`src/core/wsd_pkg.sv`:
```
package wsd_pkg;

  // ----------------------------------------------------------------
  // Widths and source positions
  // ----------------------------------------------------------------
  localparam int unsigned DB_W    = 6;
  localparam int unsigned SRC_N   = 3;
  localparam int unsigned SRC_CMP = 0;
  localparam int unsigned SRC_LC2 = 1;
  localparam int unsigned SRC_FLT = 2;

  // ----------------------------------------------------------------
  // Reset values
  // ----------------------------------------------------------------
  localparam logic            FORCE_RST = 1'b0;
  localparam logic            OUT_RST   = 1'b0;
  localparam logic [DB_W-1:0] CNT_RST   = '0;
  localparam logic [2:0]      SYNC_RST  = 3'h0;

  // ----------------------------------------------------------------
  // Types
  // ----------------------------------------------------------------
  typedef struct packed {
    logic             gen_en;
    logic             auto_restart;
    logic [SRC_N-1:0] src_en;
    logic             ovr_a;
    logic             ovr_b;
    logic             pol_a;
    logic             pol_b;
    logic [DB_W-1:0]  db_rise;
    logic [DB_W-1:0]  db_fall;
  } wsd_cfg_t;

  typedef struct packed {
    logic out_a;
    logic out_b;
  } wsd_drive_t;

  typedef enum logic [2:0] {
    ST_OFF,
    ST_RISE_DB,
    ST_A_ON,
    ST_FALL_DB,
    ST_B_ON
  } wsd_state_t;

endpackage

```
`src/core/wsd_waveform_auto_shutdown.sv`:
```
`timescale 1ns/1ps
`default_nettype none
// Contract
// - Software force bit enters shutdown and drives override levels.
// - Without auto-restart, shutdown holds while the force bit is set.
// - With auto-restart, hardware clears force bit on next input rise.
// - Enabled comparator or logic cell forces override levels at once; fault pin only after its synchroniser and filter.
// - Comparator, logic cell and fault pin enable in any mix.
// - External sources act by level, not edge.
// - Active enabled source blocks leaving shutdown until it goes inactive or is disabled.
// - Dead-band delay varies by at most one generator clock.
// - Unsynchronised comparator output serves as shutdown source.
module wsd_waveform_auto_shutdown
  import wsd_pkg::*;
(
  input  wire logic       i_clk,
  input  wire logic       i_rst_n,
  input  wire logic       i_ce,
  input  wire wsd_cfg_t   i_cfg,
  input  wire logic       i_force_set,
  input  wire logic       i_force_clr,
  input  wire logic       i_wave_in,
  input  wire logic       i_comparator_async_out,
  input  wire logic       i_logic_cell2_out,
  input  wire logic       i_fault_input_pin_n,
  output logic            o_shutdown_force_bit,
  output logic            o_source_active,
  output wsd_drive_t      o_drive
);

  // ----------------------------------------------------------------
  // Reset release
  // ----------------------------------------------------------------
  logic [1:0] rst_sync_q;
  logic       rst_n;

  always_ff @(posedge i_clk or negedge i_rst_n) begin
    if (!i_rst_n) begin
      rst_sync_q <= 2'h0;
    end else begin
      rst_sync_q <= {rst_sync_q[0], 1'b1};
    end
  end

  assign rst_n = rst_sync_q[1];

  // ----------------------------------------------------------------
  // Pin synchronisers with agreement filter
  // ----------------------------------------------------------------
  logic [2:0] wave_s_q;
  logic [2:0] wave_s_d;
  logic [2:0] flt_s_q;
  logic [2:0] flt_s_d;
  logic       wave_f_q;
  logic       wave_f_d;
  logic       wave_p_q;
  logic       wave_p_d;
  logic       flt_f_q;
  logic       flt_f_d;
  logic       wave_rise;

  // Agreement flop costs a cycle but drops one-sample glitches
  always_comb begin
    wave_s_d = {wave_s_q[1:0], i_wave_in};
    flt_s_d  = {flt_s_q[1:0], ~i_fault_input_pin_n};
    wave_f_d = wave_f_q;
    flt_f_d  = flt_f_q;
    if (wave_s_q[1] == wave_s_q[2]) begin
      wave_f_d = wave_s_q[2];
    end
    if (flt_s_q[1] == flt_s_q[2]) begin
      flt_f_d = flt_s_q[2];
    end
    wave_p_d = wave_f_q;
  end

  always_ff @(posedge i_clk or negedge rst_n) begin
    if (!rst_n) begin
      wave_s_q <= SYNC_RST;
      flt_s_q  <= SYNC_RST;
      wave_f_q <= 1'b0;
      flt_f_q  <= 1'b0;
      wave_p_q <= 1'b0;
    end else if (i_ce) begin
      wave_s_q <= wave_s_d;
      flt_s_q  <= flt_s_d;
      wave_f_q <= wave_f_d;
      flt_f_q  <= flt_f_d;
      wave_p_q <= wave_p_d;
    end
  end

  assign wave_rise = wave_f_q & ~wave_p_q;

  // ----------------------------------------------------------------
  // Shutdown state
  // ----------------------------------------------------------------
  logic             force_q;
  logic             force_d;
  logic             src_q;
  logic             src_d;
  logic [SRC_N-1:0] src_lvl;
  logic             src_act;
  logic             clr_req;

  always_comb begin
    src_lvl          = '0;
    // Comparator read raw for the fastest trip; metastability
    // risk on this path is accepted on purpose
    src_lvl[SRC_CMP] = i_comparator_async_out;
    src_lvl[SRC_LC2] = i_logic_cell2_out;
    src_lvl[SRC_FLT] = flt_f_q;
    src_act = |(src_lvl & i_cfg.src_en);
    clr_req = (i_force_clr | (i_cfg.auto_restart & wave_rise))
              & ~src_act;
    force_d = force_q;
    if (i_force_set || src_act) begin
      force_d = 1'b1;
    end else if (clr_req) begin
      force_d = 1'b0;
    end
    src_d = src_act;
  end

  always_ff @(posedge i_clk or negedge rst_n) begin
    if (!rst_n) begin
      force_q <= FORCE_RST;
      src_q   <= 1'b0;
    end else if (i_ce) begin
      force_q <= force_d;
      src_q   <= src_d;
    end
  end

  // ----------------------------------------------------------------
  // Dead-band generator
  // ----------------------------------------------------------------
  wsd_state_t      st_q;
  wsd_state_t      st_d;
  logic [DB_W-1:0] cnt_q;
  logic [DB_W-1:0] cnt_d;

  // Counter loads one less than the setting: the entry edge counts
  function automatic logic [DB_W-1:0] dec_cnt(input logic [DB_W-1:0] v);
    dec_cnt = (v == '0) ? v : v - 1'b1;
  endfunction

  always_comb begin
    st_d  = st_q;
    cnt_d = dec_cnt(cnt_q);
    if (!i_cfg.gen_en) begin
      st_d  = ST_OFF;
      cnt_d = CNT_RST;
    end else begin
      unique case (st_q)
        ST_OFF, ST_B_ON, ST_FALL_DB: begin
          if (wave_f_q) begin
            st_d  = (i_cfg.db_rise == '0) ? ST_A_ON : ST_RISE_DB;
            cnt_d = dec_cnt(i_cfg.db_rise);
          end else if (st_q == ST_OFF) begin
            st_d  = ST_B_ON;
          end else if (st_q == ST_FALL_DB && cnt_q == '0) begin
            st_d  = ST_B_ON;
          end
        end
        ST_RISE_DB, ST_A_ON: begin
          if (!wave_f_q) begin
            st_d  = (i_cfg.db_fall == '0) ? ST_B_ON : ST_FALL_DB;
            cnt_d = dec_cnt(i_cfg.db_fall);
          end else if (st_q == ST_RISE_DB && cnt_q == '0) begin
            st_d  = ST_A_ON;
          end
        end
        // Illegal code falls back to idle
        default: begin
          st_d  = ST_OFF;
          cnt_d = CNT_RST;
        end
      endcase
    end
  end

  always_ff @(posedge i_clk or negedge rst_n) begin
    if (!rst_n) begin
      st_q  <= ST_OFF;
      cnt_q <= CNT_RST;
    end else if (i_ce) begin
      st_q  <= st_d;
      cnt_q <= cnt_d;
    end
  end

  // ----------------------------------------------------------------
  // Output drive with override
  // ----------------------------------------------------------------
  wsd_drive_t drv_q;
  wsd_drive_t drv_d;

  always_comb begin
    drv_d.out_a = ((st_q == ST_A_ON) & i_cfg.gen_en) ^ i_cfg.pol_a;
    drv_d.out_b = ((st_q == ST_B_ON) & i_cfg.gen_en) ^ i_cfg.pol_b;
    // Next force value, so a trip reaches the pins in one edge
    if (force_d) begin
      drv_d.out_a = i_cfg.ovr_a;
      drv_d.out_b = i_cfg.ovr_b;
    end
  end

  always_ff @(posedge i_clk or negedge rst_n) begin
    if (!rst_n) begin
      drv_q <= '{out_a: OUT_RST, out_b: OUT_RST};
    end else if (i_ce) begin
      drv_q <= drv_d;
    end
  end

  assign o_drive              = drv_q;
  assign o_shutdown_force_bit = force_q;
  assign o_source_active      = src_q;

endmodule
`default_nettype wire

```
`config.mk`:
```
export PLATFORM = sky130hd
export DESIGN_NAME = wsd_waveform_auto_shutdown
export DESIGN_NICKNAME = d
export VERILOG_FILES = /design/src/core/wsd_pkg.sv /design/src/core/wsd_waveform_auto_shutdown.sv
export SDC_FILE = /design/constraint.sdc
export NUM_CORES = 1
export LEC_CHECK = 0
export ABC_AREA = 1
export BUFFER_PORTS_ARGS = -buffer_cell sky130_fd_sc_hd__buf_2
export CAP_MARGIN = 10
export CORE_UTILIZATION = 25
export CTS_CLUSTER_SIZE = 14
export DETAILED_ROUTE_END_ITERATION = 8
export PLACE_DENSITY = 0.48
export SYNTH_ARGS = -nofsm -noshare
export SYNTH_HDL_FRONTEND = slang
export SYNTH_SLANG_ARGS = --single-unit
```
`constraint.sdc`:
```
create_clock -name i_clk -period 0.8 [get_ports i_clk]
set_input_delay 0.08 -clock i_clk [delete_from_list [all_inputs] [get_ports i_clk]]
set_output_delay 0.08 -clock i_clk [all_outputs]
set_load 0.05 [all_outputs]
```
Word level (Yosys, flattened, before mapping)
Index checks and enable logic that the tools add are counted.

Word-level logic and storage cells: 67. Bits in registers: 24. Input port bits: 30.

Bitwise logic cells: 12. Reduce and logical (&&, ||, !) cells: 13. Equal/unequal tests: 8. Muxes and demuxes: 19. Add/subtract/negate cells: 3.

Operators with widths (count): 6-bit 2-to-1 mux (6); 3-bit 2-to-1 mux (7); 6-bit logical NOT (3); 6-bit by 1-bit subtractor with 6-bit output (second input constant) (3); 6-bit case mux with 2 select lines (1); 3-bit by 2-bit == test with 1-bit output (second input constant) (2); 3-bit case mux with 2 select lines (1); 3-bit OR reduction (2); 1-bit AND (5); 5-bit != test (second input constant) (1); 2-bit 2-to-1 mux (2); 4-bit != test (second input constant) (1); 2-bit AND reduction (2); 3-bit AND (1); 3-bit by 1-bit == test with 1-bit output (second input constant) (1); 3-bit == test (second input constant) (1); 3-bit logical NOT (1); 1-bit inverter (3); 3-bit AND reduction (1); 1-bit == test (2); 1-bit logical AND (2); 1-bit 2-to-1 mux (2); 2-bit OR reduction (1); 1-bit XOR (2); other kinds (2) (2).

Depth between registers and ports, before layout
Gate-level depths: netlist (run 1).

Depth in word-level cells: 8. Depth in mapped cells: 13.

Worst setup path before layout (run 1)
Ideal clock, no wire load.

Path type: reg-to-reg. Start: register cnt_q[0]. End: register st_q[0]. Stages on the path, launching flop included: 10. Clock period less this slack: 1.415 ns. Arrival: 1.298 ns. Path slack: -0.615 ns. Required time: 0.683 ns. Cells stage by stage: dfrtp_1 > inv_1 > ha_1 > nand4_4 > nor2_1 > nor2_1 > nand3_1 > nand3_1 > nand2_1 > nand2_1.

Cells in the longest elaborated chain, start to end: 4. Elaborated cells between the ends (all ways): 6.

Ends and longest elaborated chain: from (decl) (line wsd_waveform_auto_shutdown.sv:140) `logic [DB_W-1:0] cnt_q;`; from (signal assigned) (line wsd_waveform_auto_shutdown.sv:189) `cnt_q <= cnt_d;`; 6-bit logical NOT * (line wsd_waveform_auto_shutdown.sv:162, wsd_waveform_auto_shutdown.sv:170); 1-bit logical AND (on tied branches) (line wsd_waveform_auto_shutdown.sv:162, wsd_waveform_auto_shutdown.sv:170); 5-bit != test (no line) / 4-bit != test (equally long branches); 3-bit AND reduction (no line) *; to (signal assigned) (line wsd_waveform_auto_shutdown.sv:188) `st_q <= st_d;`; to (decl) (line wsd_waveform_auto_shutdown.sv:138) `wsd_state_t st_q;`.

Every way passes the cells marked *; elsewhere a longest branch is shown, timed or not. A chain may end at the register's enable or synchronous reset.

Final worst setup path (run 1)
Start: register cnt_q[1]. End: register st_q[2].

The elaborated chain is that of the path after synthesis.

==> results of run 1 <==
[synth_stat cells, types with 2 or more instances]
cell,count,area [sq um]
nand3_1,34,170
nand4_1,4,25.0
a21oi_1,2,10.0
nand2_2,4,25.0
nand2_1,85,319
inv_2,4,15.0
nor2_2,5,31.3
nand3_2,2,20.0
clkbuf_1,3,11.3
o21ai_0,19,95.1
ha_1,6,75.1
xor2_1,6,52.6
inv_1,29,109
nor2_1,33,124
dfrtp_1,24,601
o211ai_1,2,15.0
[layout by cell type, fill, tap and decap left out, drive strengths merged, types with 2 or more instances in the layout]
cell type and instances:
dfrtp 24, o21ai 20, nand4 5, buf 100
xor2 6, nor2 39, o211ai 2, nand3 36
ha 6, a21oi 3, dlygate4sd3 2, nand2 89
inv 33, clkbuf 4
[sequential cells by signal, indices dropped and copies added (netlist names)]
name                  flops
o_drive                   2
o_source_active           1
wave_s_q                  3
cnt_q                     6
flt_s_q                   3
rst_sync_q                2
o_shutdown_force_bit      1
wave_p_q                  1
st_q                      3
wave_f_q                  1
flt_f_q                   1
[worst max-delay path: stages (launching register included)]
cell and delay [ns]:
dfrtp_1 0.43, inv_2 0.09, ha_4 0.15, nand4_4 0.15
nor2_2 0.15, nor2_1 0.06, nand2_1 0.06, nand3_2 0.09
nand2_1 0.07, nand2_1 0.05
[worst paths after layout]
kind | cells after the start | to | startpoint
max reg2reg | 9 | st_q[2] | cnt_q[1]
max in group asynchronous | 1 | o_shutdown_force_bit | rst_sync_q[1]
min | 3 | wave_s_q[0] | i_wave_in
max | 9 | st_q[2] | cnt_q[1]
min reg2reg | 1 | o_drive[0] | rst_sync_q[1]
min in group asynchronous | 2 | rst_sync_q[0] | i_rst_n
[report_power, final]
part	leakage (nW)	internal [mW]	switching (mW)
combinational	1.16	2.60	3.10
sequential	0.300	1.51	0.289
clock	0.0288	0.439	0.377
total	1.49	4.55	3.76
[cells by family (layout without fill, tap and decap cells)]
family,after synthesis,count (layout),synth area share (%)
adder cells (fa/ha/maj),6,6,4.16
buffers and inverters,40,140,9.00
AO/OA/AOI/OAI,27,27,8.45
XOR/XNOR,6,6,2.91
AND/OR/NAND/NOR,171,171,42.0
other,1,1,0.208
flip-flops,24,24,33.2
[repair_timing]
item / 4_1_cts / 5_1_grt
hold endpoints to repair: 3 / 0
buffers inserted: 4 / 3
hold buffers: 2 / 0
pin swaps: 15 / 7
resized for setup: 38 / 17
setup endpoints to repair: 19 / 20
[final cells by class]
type                            instances  area (sq um)  area share, %
Sequential cell                        24           603           21.1
Inverter                               34           133           4.64
Multi-Input combinational cell        211          1190           41.7
Clock buffer                            4          55.1           1.93
Tap cell                               96           120           4.20
Timing Repair Buffer                  102           756           26.4
[stage by stage]
step                cells  power (mW)  hold WS, ns
finish                471        8.31       0.0311
global route          471        9.04       0.0373
CTS                   468        7.98       0.0226
detailed placement    459        6.61       -0.133
global placement      459        6.63       -0.133
floorplan             275        4.81       -0.216
[metal layers]
metal  vias up  share of wire, %  routed length, um  global-route usage [%]
met5         -                 0                  0                       0
met1       889                48               2400                    17.4
li1       1071                 -                  -                       -
met2        45                47               2360                    23.7
met3         4               3.2                157                   0.853
met4         0              0.93                 46                    2.73
==> results.cfg, run 1 <==
[placement]
portBuffers = 33
dp_hpwl_um = 3960
place.gp.congestion = 0.830
post_dp_cell_area_sq_um = 2550
pre_cts_ws_ns = -0.593

[routing]
wire_per_inst_um = 10.5
vias_per_cell = 4.27
wl_um = 4960
ant_nets = 0
first_pass_iters = 5
dr_total_vias = 2009
drcViolationCount = 0
drt_iter0_drc = 74

[cts]
cts_tree = done
cts_made_buffers = 3
clock_path_buffers = 2
root_buffer = clkbuf_8
clk_latency_ns = 0.26
clkTransAtPathRegs_ns = 0.08
h-tree-depth = 1
cts_sinks = 24

[die]
die_x_um = 87.0
die_area_sq_um = 7570
core_sq_um = 6870
start_util_pct = 26.3
dieHeight_um = 87.0
num_io_pins = 34
num_rows = 30

[timing]
fin_skew_ns = 0.00196
final-hold-violation-count = 0
fin_crit_ns = 1.41
setup-violations-final = 18
rsz0062_at_grt = yes
finalWorstSetupSlack_ns = -0.607
period_share_pct = 176
maxSlewViolCount = 0
tns_ns = -7.19
fmax_mhz = 711

[yosys]
synth_ff_type = dfrtp_1
syn-instance-count = 275
synthArstFlopShare_pct = 100
ys_ff_latch = 24
syn-num-nets = 311
avgSynthCellArea_sq_um = 6.57
syn_area_sq_um = 1810
synth_edf_count = 0
synth.distinct_cells = 29
ys_seq_area_share_pct = 33.2
yosys_warnings = 0

[cells_and_area]
diodes = 0
fillers = 710
utilization_pct = 41.6
drive_gt1_share_pct = 41.6
layout.nets = 412
design_area_sq_um = 2860
area_growth_pct = 58.2

[min_path]
min_path_type = in -> reg

[power_and_ir_drop]
p_leak_nw = 1.49
pwr_density_cell_nw_per_um2 = 2910
vdd.ir_drop.worst_mv = 1.18

[grt]
grt_pass1_vias = 1882
overflow = 0
antenna_found_initial = 0
grt_pass1_wl_um = 8090
grt_max_degree = 23
grt_util_all_layers_pct = 13.2

[setup_path]
worstPathMaxFanout = 8
cp-start-kind = register
r2r_setup_slack_ns = -0.61
cp.arrival_ns = 1.56
cp-end-kind = register
worst-setup-path-type = reg -> reg
critPathRequiredTime_ns = 0.95

[status]
status = complete, but fails checks
violations = negative setup slack

[flow_run]
maxCapViolations = 0
Note: power is estimated with default switching activity, not from simulation.
==> run 2: changes to the inputs <==
Settings changed: CORE_ASPECT_RATIO set to 1.75, MAX_ROUTING_LAYER set to met4.
==> run 2 against run 1 <==
  * The run still ends with negative setup slack left
  * Worst setup slack got worse by 0.0077 ns
  * Largest power group unchanged
  * Final cell count fell by 2.3%
  * Sequential power barely moved
  * First-iteration DRC count fell by 18%
  * Combinational power fell by 8.9%
  * Core utilization fell by 0.55 points
  * Wire length rose by 5.2%
  * Clock-buffer cell count did not move
  * Critical path depth fell by 1
  * Largest cell class unchanged
==> results.cfg, run 2 (synthesis gave the netlist of run 1 again) <==
[status]
status = complete, but fails checks
violations = negative setup slack

[die]
die_area_sq_um = 7580
num_rows = 40
start_util_pct = 26.2
dieHeight_um = 114
num_io_pins = 34
core_sq_um = 6910
die_x_um = 66.3

[setup_path]
cp-end-kind = register
critPathRequiredTime_ns = 0.99
max_stage_delay_ns = 0.41
cpMostUsedCell = nor2_1
slowest_stage = dfrtp_1
worst-setup-path-type = reg -> reg
cp-start-kind = register
ff2ff_path_depth = 8
worstPathMaxFanout = 8
crit_chain = inv_2 > ha_4 > nand4_4 > nor2_1 > nor2_1 > a21oi_2 > nand3_1 > nand2_1
cp.arrival_ns = 1.61

[routing]
drt_iter0_drc = 61
vias_per_cell = 4.40
wl_um = 5220
ant_nets = 0
drcViolationCount = 0
dr_total_vias = 2022
wire_per_inst_um = 11.3
first_pass_iters = 4

[cells_and_area]
diodes = 0
design_area_sq_um = 2840
area_growth_pct = 56.9
largest_reg_flops = 6
final_common_cell = nand2_1
final_cell_mix = 81 x nand2_1, 61 x buf_4, 30 x nand3_1, 29 x buf_2, 27 x nor2_1
drive_gt1_share_pct = 39.4
layout.nets = 413
regMostFlops = cnt_q

[min_path]
min_path_type = in -> reg
min_path_cells = 2

[power_and_ir_drop]
vdd.ir_drop.worst_mv = 1.11
pwr_density_cell_nw_per_um2 = 2890
p_leak_nw = 1.50
finalPower_mw = 8.19

[cts]
clock_path_buffers = 2
clkTransAtPathRegs_ns = 0.06
cts_tree = done
clk_latency_ns = 0.25
cts_made_buffers = 3
root_buffer = clkbuf_16
cts_sinks = 24
h-tree-depth = 1

[timing]
rsz0062_at_grt = yes
setup-violations-final = 18
fmax_mhz = 707
final-hold-violation-count = 0
fin_skew_ns = 0.00229
finalWorstSetupSlack_ns = -0.615
period_share_pct = 177
maxSlewViolCount = 0
fin_crit_ns = 1.42

[flow_run]
maxCapViolations = 0

[placement]
dp_hpwl_um = 4250
place.gp.congestion = 0.838
post_dp_cell_area_sq_um = 2550
portBuffers = 33

[grt]
antenna_found_initial = 0
grt_pass1_wl_um = 8590
overflow = 0
grt_pass1_vias = 2017
grt_max_degree = 20
grt_util_all_layers_pct = 15.0
[run 2: path summary, 6_finish.rpt]
check	start	end	slack, ns
min reg2reg	rst_sync_q[1]	cnt_q[5]	0.09
max	cnt_q[1]	st_q[2]	-0.62
min in group asynchronous	rst_sync_q[1]	cnt_q[5]	0.09
max in group asynchronous	rst_sync_q[1]	o_shutdown_force_bit	0.34
min	i_fault_input_pin_n	flt_s_q[0]	0.008
max reg2reg	cnt_q[1]	st_q[2]	-0.62
[run 2: layout make-up]
cell class | instances | area, sq um
clock buffers | 4 | 88.8
multi-input cells | 211 | 1140
well taps | 84 | 105
flip-flops and latches | 24 | 603
inverters | 34 | 128
repair buffers | 103 | 769
fillers | 764 | 4070
[run 2: metrics by stage]
| step | TNS, ns | instances | util (%) | hold slack, ns | worst slack [ns] |
|---|---|---|---|---|---|
| final | -6.94 | 460 | 41.1 | 0.00761 | -0.615 |
| after detailed placement | -6.75 | 447 | 36.9 | -0.131 | -0.623 |
| after global placement | -6.75 | 447 | 36.9 | -0.134 | -0.615 |
| after CTS | -7.05 | 457 | 40.0 | 0.00581 | -0.618 |
| after floorplan | -5.13 | 275 | - | -0.216 | -0.485 |
| after global routing | -8.54 | 460 | 41.1 | 0.00554 | -0.703 |
[run 2: repair_timing]
action	CTS	global route
setup endpoints to repair	20	20
cloned	0	0
hold endpoints to repair	2	0
resized for setup	24	15
hold buffers	1	0
pin swaps	7	12
setup buffers	5	5
[run 2: routing by layer]
metal / global-route usage [%] / routed length (um) / vias up
met2: 28.8 / 2960 / 37
met3: 1.20 / 114 / 14
li1: - / - / 1073
met1: 14.1 / 1980 / 898
met5: - / 0 / -
met4: 7.80 / 162 / 0
[run 2: power breakdown]
group          leakage (nW)  switching (mW)  internal, mW  total, mW
combinational          1.16            2.80          2.39       5.19
clock                0.0442           0.414         0.764       1.18
sequential            0.300           0.310          1.51       1.82
total                  1.50            3.52          4.67       8.19
[run 2: worst max-delay path: cells and delay by family, from the launching register on]
| kind | cells | cell delay [ns] |
|---|---|---|
| fa+ha+maj | 1 | 0.15 |
| flops | 1 | 0.41 |
| compound gates | 1 | 0.16 |
| simple gates | 5 | 0.55 |
| buf+inv | 1 | 0.09 |
==> run 3: changes to the inputs <==
Settings changed: CAP_MARGIN 10 to 25, RECOVER_POWER set to 25.
==> run 3 against run 2 <==
  * Sequential share of layout area grew 0.10 points
  * Final cell count unchanged
  * Hold slack about the same
  * Worst setup slack barely moved
  * Core utilization down 0.20 points
  * Largest cell class unchanged
  * Wire length barely moved
  * Flip-flop and latch count stayed put
  * The flow still finishes with violations (negative setup slack)
  * First-iteration DRC count unchanged
  * Final area decreased by 0.49%
==> results.cfg, run 3 (synthesis gave the netlist of run 1 again) <==
[setup_path]
critPathRequiredTime_ns = 0.99
cp-end-kind = register
r2r-start = cnt_q[1]
crit_end = st_q[2]
r2r_end = st_q[2]
worstPathMaxFanout = 8
worst-setup-path-type = reg -> reg
cp-start-kind = register
setup.worst_path.start = cnt_q[1]
cp.arrival_ns = 1.61
ff2ff_path_depth = 8
r2r_setup_slack_ns = -0.62

[cells_and_area]
largest_reg_flops = 6
final_common_cell = nand2_1
regMostFlops = cnt_q
diodes = 0
layout.nets = 413
area_growth_pct = 56.2
drive_gt1_share_pct = 39.1
final_cell_mix = 81 x nand2_1, 61 x buf_4, 30 x nand3_1, 28 x buf_2, 27 x nor2_1

[timing]
fmax_mhz = 707
final-hold-violation-count = 0
fin_skew_ns = 0.00221
hold_slack_ns = 0.00753
setup-violations-final = 18
fin_crit_ns = 1.42
rsz0062_at_grt = yes
tns_ns = -6.94
maxSlewViolCount = 0
finalWorstSetupSlack_ns = -0.615
period_share_pct = 177

[routing]
wl_met1_um = 1980
drt_iter0_drc = 61
met3_wirelength_um = 114
wire_per_inst_um = 11.3
vias_per_cell = 4.39
top_layer = met4
first_pass_iters = 4
met2_length_um = 2950
drcViolationCount = 0
wl_um = 5220
dr_total_vias = 2018
ant_nets = 0

[grt]
grt_max_degree = 20
grt_pass1_wl_um = 8590
grt_pass1_vias = 2017
overflow = 0
antenna_found_initial = 0
grt_util_all_layers_pct = 15.0

[die]
core_sq_um = 6910
start_util_pct = 26.2
num_io_pins = 34
num_rows = 40
die_x_um = 66.3
dieHeight_um = 114
die_area_sq_um = 7580

[placement]
dp_hpwl_um = 4250
place.gp.congestion = 0.838
portBuffers = 33

[flow_run]
maxCapViolations = 0

[min_path]
min_path_type = in -> reg

[power_and_ir_drop]
p_leak_nw = 1.49
vdd.ir_drop.worst_mv = 1.12
finalPower_mw = 8.18
pwr_density_cell_nw_per_um2 = 2900

[cts]
clock_path_buffers = 2
root_buffer = clkbuf_16
cts_made_buffers = 3
clkTransAtPathRegs_ns = 0.06
cts_tree = done
h-tree-depth = 1
clk_latency_ns = 0.25
cts_sinks = 24

[status]
violations = negative setup slack
status = complete, but fails checks
==> run 3: changes by cell type in the layout (fill, tap and decap cells not counted) <==
cell / delta
buf_12: -1
buf_2: -1
clkbuf_1: +1
clkbuf_4: +1
==> run 3: worst min-delay path by stage <==
| stage | depth (start not counted) | to | slack, ns | from |
|---|---|---|---|---|
| CTS | 2 | flt_s_q[0] | 0.006 | i_fault_input_pin_n |
| global placement | 1 | rst_sync_q[0] | -0.13 | i_rst_n |
| floorplan | 0 | rst_sync_q[0] | -0.22 | i_rst_n |
| finish | 2 | flt_s_q[0] | 0.008 | i_fault_input_pin_n |
| detailed placement | 1 | rst_sync_q[1] | -0.13 | i_rst_n |
| global route | 2 | flt_s_q[0] | 0.006 | i_fault_input_pin_n |
==> run 3: worst max-delay path: stages, from the launching register on <==
cell and delay, ns:
dfrtp_1 0.41, inv_2 0.09, ha_4 0.15, nand4_4 0.14, nor2_1 0.13, nor2_1 0.07, a21oi_2 0.16, nand3_1 0.12
nand2_1 0.09
==> run 3: per-stage QoR <==
stage / setup WS, ns / instance area (sq um) / utilization, % / instances
final: -0.615 / 2820 / 40.9 / 460
after global routing: -0.703 / 2820 / 40.9 / 460
after CTS: -0.618 / 2760 / 40.0 / 457
after detailed placement: -0.623 / 2550 / 36.9 / 447
after global placement: -0.615 / 2550 / 36.9 / 447
after floorplan: -0.485 / 1840 / - / 275
==> run 3: what timing repair did <==
| item | CTS | global route |
|---|---|---|
| hold buffers | 1 | 0 |
| setup buffers | 5 | 5 |
| pin swaps | 7 | 12 |
| gates resized for setup | 24 | 15 |
| hold endpoints to repair | 2 | 0 |
| endpoints found under the setup margin | 20 | 20 |
==> run 3: final cells by class <==
type / instances / area [sq um]
tap: 84 / 105
multi-input combinational: 211 / 1140
clock buffer: 4 / 88.8
timing repair buffer: 103 / 756
inverter: 34 / 128
fill: 766 / 4090
sequential: 24 / 603
==> run 3: where the power goes <==
part           total, mW  internal [mW]  switching, mW
clock network       1.18          0.764          0.414
logic               5.18           2.38           2.80
registers           1.82           1.51          0.308
==> run 3: per-layer routing <==
layer | vias up | global-route usage, %
met5 | - | -
li1 | 1072 | -
met2 | 37 | 28.8
met4 | 0 | 7.80
met1 | 895 | 14.1
met3 | 14 | 1.20
